File: src/common/tvo_pkg.sv
package tvo_pkg;

  localparam int NUM_POINTS = 16;
  localparam int NUM_CHAN   = 3;

  // clock rate
  localparam int CLK_HZ = 10_000_000;

  // timing figures as printed, in their own units
  localparam int GLITCH_TYP_US     = 500;
  localparam int GLITCH_MAX_US     = 2000;
  localparam int DETECT_MAX_MS     = 500;
  localparam int SCAN_MAX_US       = 1000;

  // cycle counts derived from the figures
  localparam int GLITCH_CYC     = GLITCH_TYP_US * (CLK_HZ / 1_000_000);
  localparam int GLITCH_MAX_CYC = GLITCH_MAX_US * (CLK_HZ / 1_000_000);
  // one scan slot per point, 16 slots fit inside half the scan limit
  localparam int SCAN_SLOT_CYC  = (SCAN_MAX_US * (CLK_HZ / 1_000_000)) / (2 * NUM_POINTS);
  // settle time before sampling the inverted point
  localparam int SETTLE_CYC     = GLITCH_CYC - 100;
  // gap between test steps; 48 steps must finish inside the detect limit
  localparam int STEP_GAP_CYC   = 20_000;
  localparam int DETECT_MAX_CYC = DETECT_MAX_MS * (CLK_HZ / 1000);

  localparam int CNT_W = 24;

  typedef logic [NUM_POINTS-1:0] tvo_table_t;

  typedef enum logic [2:0] {
    TVO_IDLE   = 3'b000,
    TVO_GAP    = 3'b001,
    TVO_INVERT = 3'b010,
    TVO_SAMPLE = 3'b011,
    TVO_RESTORE= 3'b100
  } tvo_state_t;

  typedef struct packed {
    tvo_table_t stuck_on;
    tvo_table_t stuck_off;
    logic [NUM_CHAN-1:0] switch_fault;
    logic field_power_loss;
  } tvo_alarm_t;

endpackage

File: src/rtl/tvo_output_diag.sv
`timescale 1ns/1ps
// Notes on behaviour
// - each channel takes its table only from its own main processor link
// - a point conducts only when two of three channel drivers command it
// - the output vote check runs periodically and covers every point
// - invert one point at a time on one driver, stepping in sequence
// - read the inverted point back via loop-back and compare to expectation
// - stuck-on or stuck-off points alarmed in under half a second
// - stuck voter switches and their drive faults are alarmed
// - each inversion lasts under 2 ms, about 500 us typical
// - the check can be switched off so loads see no inversions
// - loop-back samples all sixteen points in under 1 ms per scan
// - alarms for field power loss and points shorted on or off
module tvo_output_diag (
  input  wire logic                  clk,
  input  wire logic                  rst_b,
  input  wire tvo_pkg::tvo_table_t   table_a,
  input  wire logic                  table_a_valid,
  input  wire tvo_pkg::tvo_table_t   table_b,
  input  wire logic                  table_b_valid,
  input  wire tvo_pkg::tvo_table_t   table_c,
  input  wire logic                  table_c_valid,
  input  wire logic                  check_enable,
  input  wire logic                  field_power_ok,
  input  wire tvo_pkg::tvo_table_t   loopback,
  output tvo_pkg::tvo_table_t        drive_a,
  output tvo_pkg::tvo_table_t        drive_b,
  output tvo_pkg::tvo_table_t        drive_c,
  output tvo_pkg::tvo_table_t        point_out,
  output tvo_pkg::tvo_table_t        readback,
  output tvo_pkg::tvo_alarm_t        alarms,
  output logic                       check_busy
);

  logic rst_s1;
  logic rst_sync_b;
  always_ff @(posedge clk or negedge rst_b) begin
    if (!rst_b) begin
      rst_s1     <= 1'b0;
      rst_sync_b <= 1'b0;
    end else begin
      rst_s1     <= 1'b1;
      rst_sync_b <= rst_s1;
    end
  end

  // per-channel command tables, each written only from its own link
  tvo_pkg::tvo_table_t cmd_a;
  tvo_pkg::tvo_table_t cmd_b;
  tvo_pkg::tvo_table_t cmd_c;
  tvo_pkg::tvo_table_t next_cmd_a;
  tvo_pkg::tvo_table_t next_cmd_b;
  tvo_pkg::tvo_table_t next_cmd_c;

  always_comb begin
    next_cmd_a = table_a_valid ? table_a : cmd_a;
    next_cmd_b = table_b_valid ? table_b : cmd_b;
    next_cmd_c = table_c_valid ? table_c : cmd_c;
  end

  always_ff @(posedge clk or negedge rst_sync_b) begin
    if (!rst_sync_b) begin
      cmd_a <= '0;
      cmd_b <= '0;
      cmd_c <= '0;
    end else begin
      cmd_a <= next_cmd_a;
      cmd_b <= next_cmd_b;
      cmd_c <= next_cmd_c;
    end
  end

  // diagnostic sequencer
  tvo_pkg::tvo_state_t    state;
  tvo_pkg::tvo_state_t    next_state;
  logic [3:0]             pt;
  logic [3:0]             next_pt;
  logic [1:0]             ch;
  logic [1:0]             next_ch;
  logic [tvo_pkg::CNT_W-1:0] cnt;
  logic [tvo_pkg::CNT_W-1:0] next_cnt;
  tvo_pkg::tvo_table_t    sw_on_fail;
  tvo_pkg::tvo_table_t    next_sw_on_fail;
  tvo_pkg::tvo_table_t    sw_off_fail;
  tvo_pkg::tvo_table_t    next_sw_off_fail;
  logic [2:0]             ch_fault;
  logic [2:0]             next_ch_fault;

  localparam logic [tvo_pkg::CNT_W-1:0] GAP_N =
    tvo_pkg::CNT_W'(tvo_pkg::STEP_GAP_CYC - 1);
  localparam logic [tvo_pkg::CNT_W-1:0] SETTLE_N =
    tvo_pkg::CNT_W'(tvo_pkg::SETTLE_CYC - 1);

  tvo_pkg::tvo_table_t drv [3];
  tvo_pkg::tvo_table_t inv_mask;

  always_comb begin
    inv_mask = '0;
    if (state == tvo_pkg::TVO_INVERT || state == tvo_pkg::TVO_SAMPLE) begin
      inv_mask[pt] = 1'b1;
    end
  end

  always_comb begin
    next_state       = state;
    next_pt          = pt;
    next_ch          = ch;
    next_cnt         = cnt;
    next_sw_on_fail  = sw_on_fail;
    next_sw_off_fail = sw_off_fail;
    next_ch_fault    = ch_fault;
    unique case (state)
      tvo_pkg::TVO_IDLE: begin
        if (check_enable) begin
          next_state = tvo_pkg::TVO_GAP;
          next_cnt   = '0;
        end
      end
      tvo_pkg::TVO_GAP: begin
        if (!check_enable) begin
          next_state = tvo_pkg::TVO_IDLE;
        end else if (cnt == GAP_N) begin
          next_state = tvo_pkg::TVO_INVERT;
          next_cnt   = '0;
        end else begin
          next_cnt = cnt + 1'b1;
        end
      end
      tvo_pkg::TVO_INVERT: begin
        if (cnt == SETTLE_N) begin
          next_state = tvo_pkg::TVO_SAMPLE;
        end else begin
          next_cnt = cnt + 1'b1;
        end
      end
      tvo_pkg::TVO_SAMPLE: begin
        // one driver flipped: a healthy voter flips the point only when
        // the other two disagree; otherwise output must hold the voted value
        if (loopback[pt] != point_expect(pt)) begin
          next_ch_fault[ch] = 1'b1;
          // the level actually seen tells which way the point is stuck
          if (loopback[pt]) begin
            next_sw_on_fail[pt] = 1'b1;
          end else begin
            next_sw_off_fail[pt] = 1'b1;
          end
        end else begin
          next_ch_fault[ch] = 1'b0;
          next_sw_on_fail[pt]  = 1'b0;
          next_sw_off_fail[pt] = 1'b0;
        end
        next_state = tvo_pkg::TVO_RESTORE;
      end
      tvo_pkg::TVO_RESTORE: begin
        next_cnt   = '0;
        next_state = tvo_pkg::TVO_GAP;
        if (ch == 2'd2) begin
          next_ch = 2'd0;
          next_pt = pt + 1'b1;
        end else begin
          next_ch = ch + 1'b1;
        end
      end
      default: next_state = tvo_pkg::TVO_IDLE;
    endcase
  end

  function automatic logic point_expect(input logic [3:0] p);
    logic [2:0] d;
    d = {drv[2][p], drv[1][p], drv[0][p]};
    point_expect = (d[0] & d[1]) | (d[1] & d[2]) | (d[0] & d[2]);
  endfunction

  always_ff @(posedge clk or negedge rst_sync_b) begin
    if (!rst_sync_b) begin
      state       <= tvo_pkg::TVO_IDLE;
      pt          <= '0;
      ch          <= '0;
      cnt         <= '0;
      sw_on_fail  <= '0;
      sw_off_fail <= '0;
      ch_fault    <= '0;
    end else begin
      state       <= next_state;
      pt          <= next_pt;
      ch          <= next_ch;
      cnt         <= next_cnt;
      sw_on_fail  <= next_sw_on_fail;
      sw_off_fail <= next_sw_off_fail;
      ch_fault    <= next_ch_fault;
    end
  end

  // drivers: only the channel under test sees the inversion
  always_comb begin
    drv[0] = cmd_a ^ ((ch == 2'd0) ? inv_mask : '0);
    drv[1] = cmd_b ^ ((ch == 2'd1) ? inv_mask : '0);
    drv[2] = cmd_c ^ ((ch == 2'd2) ? inv_mask : '0);
  end

  tvo_pkg::tvo_table_t vote_w;
  genvar g;
  generate
    for (g = 0; g < tvo_pkg::NUM_POINTS; g++) begin : g_vote
      tvo_voter u_voter (
        .drive   ({drv[2][g], drv[1][g], drv[0][g]}),
        .conduct (vote_w[g])
      );
    end
  endgenerate

  // loop-back capture every cycle, all 16 points in parallel
  tvo_pkg::tvo_table_t next_readback;
  tvo_pkg::tvo_alarm_t next_alarms;
  always_comb begin
    next_readback                = loopback;
    // compare against the registered point level so a table change or a
    // restore cycle does not raise a one-cycle false alarm
    next_alarms.stuck_on         = sw_on_fail | (~point_out & loopback & {16{field_power_ok}});
    next_alarms.stuck_off        = sw_off_fail | (point_out & ~loopback & {16{field_power_ok}});
    next_alarms.switch_fault     = ch_fault;
    next_alarms.field_power_loss = ~field_power_ok;
    if (state == tvo_pkg::TVO_INVERT || state == tvo_pkg::TVO_SAMPLE) begin
      // the point under test is judged by the sampler, not the static compare
      next_alarms.stuck_on[pt]  = sw_on_fail[pt];
      next_alarms.stuck_off[pt] = sw_off_fail[pt];
    end
  end

  always_ff @(posedge clk or negedge rst_sync_b) begin
    if (!rst_sync_b) begin
      drive_a   <= '0;
      drive_b   <= '0;
      drive_c   <= '0;
      point_out <= '0;
      readback  <= '0;
      alarms    <= '0;
    end else begin
      drive_a   <= drv[0];
      drive_b   <= drv[1];
      drive_c   <= drv[2];
      point_out <= vote_w;
      readback  <= next_readback;
      alarms    <= next_alarms;
    end
  end

  assign check_busy = (state == tvo_pkg::TVO_INVERT) || (state == tvo_pkg::TVO_SAMPLE);

endmodule

File: src/rtl/tvo_voter.sv
`timescale 1ns/1ps
module tvo_voter (
  input  wire logic [2:0] drive,
  output logic            conduct
);
  // two-of-three parallel-series switch path
  assign conduct = (drive[0] & drive[1]) | (drive[1] & drive[2]) | (drive[0] & drive[2]);
endmodule

File: config.mk
export PLATFORM = sky130hd
export DESIGN_NAME = tvo_output_diag
export DESIGN_NICKNAME = d
export VERILOG_FILES = /design/src/common/tvo_pkg.sv /design/src/rtl/tvo_output_diag.sv /design/src/rtl/tvo_voter.sv
export SDC_FILE = /design/constraint.sdc
export NUM_CORES = 1
export LEC_CHECK = 0
export CAP_MARGIN = 20
export CORE_UTILIZATION = 55
export CTS_BUF_LIST = sky130_fd_sc_hd__clkbuf_8 sky130_fd_sc_hd__clkbuf_16
export DETAILED_ROUTE_END_ITERATION = 16
export DONT_BUFFER_PORTS = 1
export HOLD_SLACK_MARGIN = 0.05
export PLACE_DENSITY_LB_ADDON = 0.05
export SKIP_LAST_GASP = 1
export SLEW_MARGIN = 20
export SYNTH_ARGS = -nofsm -noshare
export SYNTH_HDL_FRONTEND = slang
export SYNTH_SLANG_ARGS = --single-unit
File: constraint.sdc
create_clock -name clk -period 7.7 [get_ports clk]
set_input_delay 0.385 -clock clk [delete_from_list [all_inputs] [get_ports clk]]
set_output_delay 0.385 -clock clk [all_outputs]
set_load 0.01 [all_outputs]
==> flow_results.org <==
** STA
- For this run, the top clock speed supported by timing is 0.215 GHz.
- Final Max Tran Viols :: 0
- The final number of hold-violating endpoints was 0.
- After routing, the total negative slack on setup checks comes to 0 ns.
- The final critical path takes up roughly three fifths of the cycle.
- Endpoints failing setup :: 0
- Measured against its own limit, the worst slew margin works out to between 20% and 30%.
- Tightest hold margin :: around 0.084 ns
- Final period demand of the worst path :: 4.65 ns
- For the pin with the worst max-slew slack, the measured transition is 1.06 ns.
- RSZ-0062 raised after global routing :: false
- On the final layout, the worst clock skew is 0.0135 ns.

** Clock network
- In this run the number of H-tree levels came out at 1.
- The root buffer cell chosen for the clock tree is sky130_fd_sc_hd__clkbuf_16.
- Clock-pin slew on the worst setup and hold paths :: 0.06 ns
- Number of buffers added by the clock tree synthesis step :: 25
- Gates resized during post-CTS repair numbered 0.
- TritonCTS Sinks :: 234
- The clock passes through at most 3 buffers.
- Post-CTS setup buffer count :: 0
- TritonCTS built the clock tree.
- Skew-Pair Late Insertion Delay :: 0.53 ns

** Layout
- Number of diodes added for antenna fixing :: 0
- The count of cells in the finished layout, fillers not included, comes to 1,321.
- P&R area growth vs syn :: 18.9%
- The layout has 1,487 filler cells.
- In the layout the commonest cells are sky130_fd_sc_hd__dfrtp_1 (233), sky130_fd_sc_hd__dlygate4sd3_1 (114), sky130_fd_sc_hd__nor2_1 (84), sky130_fd_sc_hd__o21ai_0 (73), sky130_fd_sc_hd__nand2_1 (53).
- Total number of nets in the final design :: around 1,100
- Layout Utilization :: 66.5%
- Most frequent standard cell in the layout excluding fill and tap cells :: sky130_fd_sc_hd__dfrtp_1
- Share of final-layout standard cells stronger than drive strength 1 :: 14.1%

** Yosys
- The average instance in the mapped netlist occupies between 10 and 15 um2.
- Ranked by total cell area, the synthesized netlist is headed by sky130_fd_sc_hd__dfrtp_1 (54%), sky130_fd_sc_hd__mux2_2 (5.3%), sky130_fd_sc_hd__xor2_1 (3.8%), sky130_fd_sc_hd__o21ai_0 (3.4%), sky130_fd_sc_hd__mux4_2 (3.3%).
- The synthesized design contains 0 enable-type register cells.
- Xor-xnor portion of the synthesized cell area :: 5.82%
- In the synthesized netlist the async set-or-reset flop fraction comes to 100%.
- sky130_fd_sc_hd__dfrtp_1 takes more of the synthesized area than any other cell.
- Summing every instance area after synthesis gives 0.0108 mm2.
- Synthesis-stage register bit count :: about 230
- Main combinational cell family by area after synthesis :: simple AND/OR/NAND/NOR gates
- The netlist uses 73 different library cells.
- After synthesis, the share of cell area in mux cells is 9.71%.
- Primary FF master, synth :: sky130_fd_sc_hd__dfrtp_1
- Area fraction in and, or, nand and nor cells after synthesis :: 11.7%
- Of the post-synthesis cell area, the dominant cell type holds between 50% and 60%.
- During synthesis, Yosys emitted a total of 0 warnings.
- Cell count after synthesis :: 948
- Share of the yosys chip area belonging to registers :: 54.0%
- Post-synthesis adder-cell area fraction :: 2.48%
- When the netlist entered floorplanning its net count stood at between 1,000 and 1,500.
- The synthesized netlist devotes a little under an eighth of its cell area to compound gates.

** Route
- Number of vias per cell after detailed routing :: 5.86
- Average wire per standard cell :: 21.4 um
- Starting DRT DRC Count :: 662
- Across all layers, the routed design uses 7,740 vias.
- The first detailed-routing pass ran for 5 iterations.
- Number of nets still failing antenna checks after routing :: 0
- Total detailed-routing wirelength :: around 28 mm
- Remaining DRCs :: 0

** Job
- Max-cap violations in this run came to 0.

** Global routing
- The number of global-route vias before repair was about 7,700.
- Global router's overall resource usage :: 28.3%
- The first global-routing pass estimated 43.6 mm of wire.
- The initial antenna violation count came to 0.
- Largest net degree at the start of global routing :: just over 80
- Sum of overflow across all layers after global routing :: 0

** Power
- In this run the power spent charging and discharging nets is about 690 uW.
- The clock network accounts for roughly two fifths of the total power.
- Fraction of power consumed by sequential logic :: 49.8%
- IR analysis of the VDD net gives a maximum drop of 0.157 mV.
- Internal power of the cells :: between 2000 and 2500 uW
- Leak pwr :: approximately 0.0054 uW
- Total power per unit cell area :: 222 mW/mm2
- Power comes to 2860 uW.
- Combinational logic is responsible for 8.8% of the overall power.
- Net switching share of the total power :: 24.1%

** Floorplan
- # IOs :: between 150 and 200
- The die is 142 um tall.
- In this run the core area contains slightly above 50 standard-cell rows.
- The total area inside the core boundary comes to 0.0194 mm2.
- The die covers 0.0203 mm2.
- Initial standard-cell utilization of the core :: 55.9%
- The die is 142 um wide.

** Setup path
- Critical path class :: reg2reg
- Of all nets on the critical path, the largest fanout is 35.
- Critical path endpoint category :: flip-flop
- Data arrival time at the worst-slack endpoint :: 5.01 ns
- Worst path required time :: roughly 8.1 ns
- STA classifies the critical path startpoint as a flip-flop.

** Place
- Routability-driven placement finished with a final weighted congestion of 0.860.
- After detailed placement, the design holds a cell count of 1,164.
- Quantity of I/O buffers inserted on ports :: 0
- Half-perimeter wire length after placement :: 19.5 mm

** Worst hold path
- Type of the most critical hold path :: in2reg

** Status
- The flow ran to the end, and the final reports show no timing, DRC or antenna violations.
[per-stage QoR]
step / instance area, um2 / setup slack (ns)
2_1_floorplan: 10800 / 0.696
6_report: 12900 / 3.05
3_5_place_dp: 10900 / 3.11
4_1_cts: 12900 / 3.06
3_3_place_gp: 10900 / 3.21
5_1_grt: 12900 / 2.77
[power groups by stage]
stage / combinational (uW) / sequential, uW / clock (uW)
finish: 250 / 1420 / 1190
global route: 273 / 1430 / 1250
CTS: 242 / 1430 / 1200
detailed placement: 178 / 1450 / 0
global placement: 173 / 1450 / 0
floorplan: 131 / 1430 / 0
[worst paths after layout]
check	from	endpoint	slack, ns	depth (start not counted)
min reg2reg	rst_sync_b	cmd_c[6]	0.29	0
min in group asynchronous	rst_b	rst_sync_b	0.09	1
max	pt[0]	flip-flop	3.05	11
max reg2reg	pt[0]	flip-flop	3.05	11
max in group asynchronous	rst_sync_b	ch[0]	5.79	2
min	loopback[0]	alarms[20]	0.08	2
[metal layers]
metal | track usage, % | share of wire (%)
met4 | 8.26 | 3.0
met3 | 5.85 | 7.2
met2 | 46.3 | 48
met1 | 38.3 | 42
met5 | 0 | 0
[synthesized netlist by cell type, types with 6 or more instances]
master,number
sky130_fd_sc_hd__nand4_1,11
sky130_fd_sc_hd__mux4_2,16
sky130_fd_sc_hd__o31ai_1,36
sky130_fd_sc_hd__nand2_1,53
sky130_fd_sc_hd__clkbuf_1,36
sky130_fd_sc_hd__xnor2_1,14
sky130_fd_sc_hd__nor2_1,84
sky130_fd_sc_hd__dfrtp_1,234
sky130_fd_sc_hd__nand3b_1,6
sky130_fd_sc_hd__a21oi_1,17
sky130_fd_sc_hd__xor2_2,6
sky130_fd_sc_hd__ha_1,7
sky130_fd_sc_hd__maj3_1,17
sky130_fd_sc_hd__nor3_1,11
sky130_fd_sc_hd__buf_2,8
sky130_fd_sc_hd__inv_1,45
sky130_fd_sc_hd__or2_2,9
sky130_fd_sc_hd__or3_1,10
sky130_fd_sc_hd__nand2b_1,8
sky130_fd_sc_hd__mux2_2,51
sky130_fd_sc_hd__a31oi_1,34
sky130_fd_sc_hd__clkbuf_8,7
sky130_fd_sc_hd__o21ai_0,73
sky130_fd_sc_hd__nand3_1,14
sky130_fd_sc_hd__xor2_1,47
[critical path: stages, from the launching register on]
cell                       delay [ns]
sky130_fd_sc_hd__dfrtp_1         0.57
sky130_fd_sc_hd__clkinv_1        0.38
sky130_fd_sc_hd__ha_1            0.42
sky130_fd_sc_hd__nand3b_1        0.37
sky130_fd_sc_hd__nor2_1          0.11
sky130_fd_sc_hd__xor2_1          0.36
sky130_fd_sc_hd__mux2_2          0.26
sky130_fd_sc_hd__o221ai_1        0.18
sky130_fd_sc_hd__a211o_1         0.31
sky130_fd_sc_hd__maj3_2          0.31
sky130_fd_sc_hd__ha_1            0.99
sky130_fd_sc_hd__o41ai_1         0.22
[logic make-up after synthesis]
kind of cell	count (synthesis)
flip-flops	234
other	1
multiplexers	74
buffers and inverters	104
adder cells (fa/ha/maj)	25
AO/OA/AOI/OAI	198
XOR/XNOR	67
AND/OR/NAND/NOR	245
[cell type report]
class / count / area [um2] / share of cell area, %
inverter: 46 / 173 / 1.34
clock buffer: 28 / 667 / 5.17
multi-input combinational: 610 / 4480 / 34.8
tap: 265 / 332 / 2.57
timing repair buffer: 124 / 1240 / 9.58
clock inverter: 14 / 146 / 1.14
sequential: 234 / 5860 / 45.4
[repair_timing]
action	4_1_cts	5_1_grt
endpoints found under the hold margin	67	0
hold buffers	114	0
setup endpoints to repair	0	0
No activity file was read; power rests on OpenSTA's default activity.
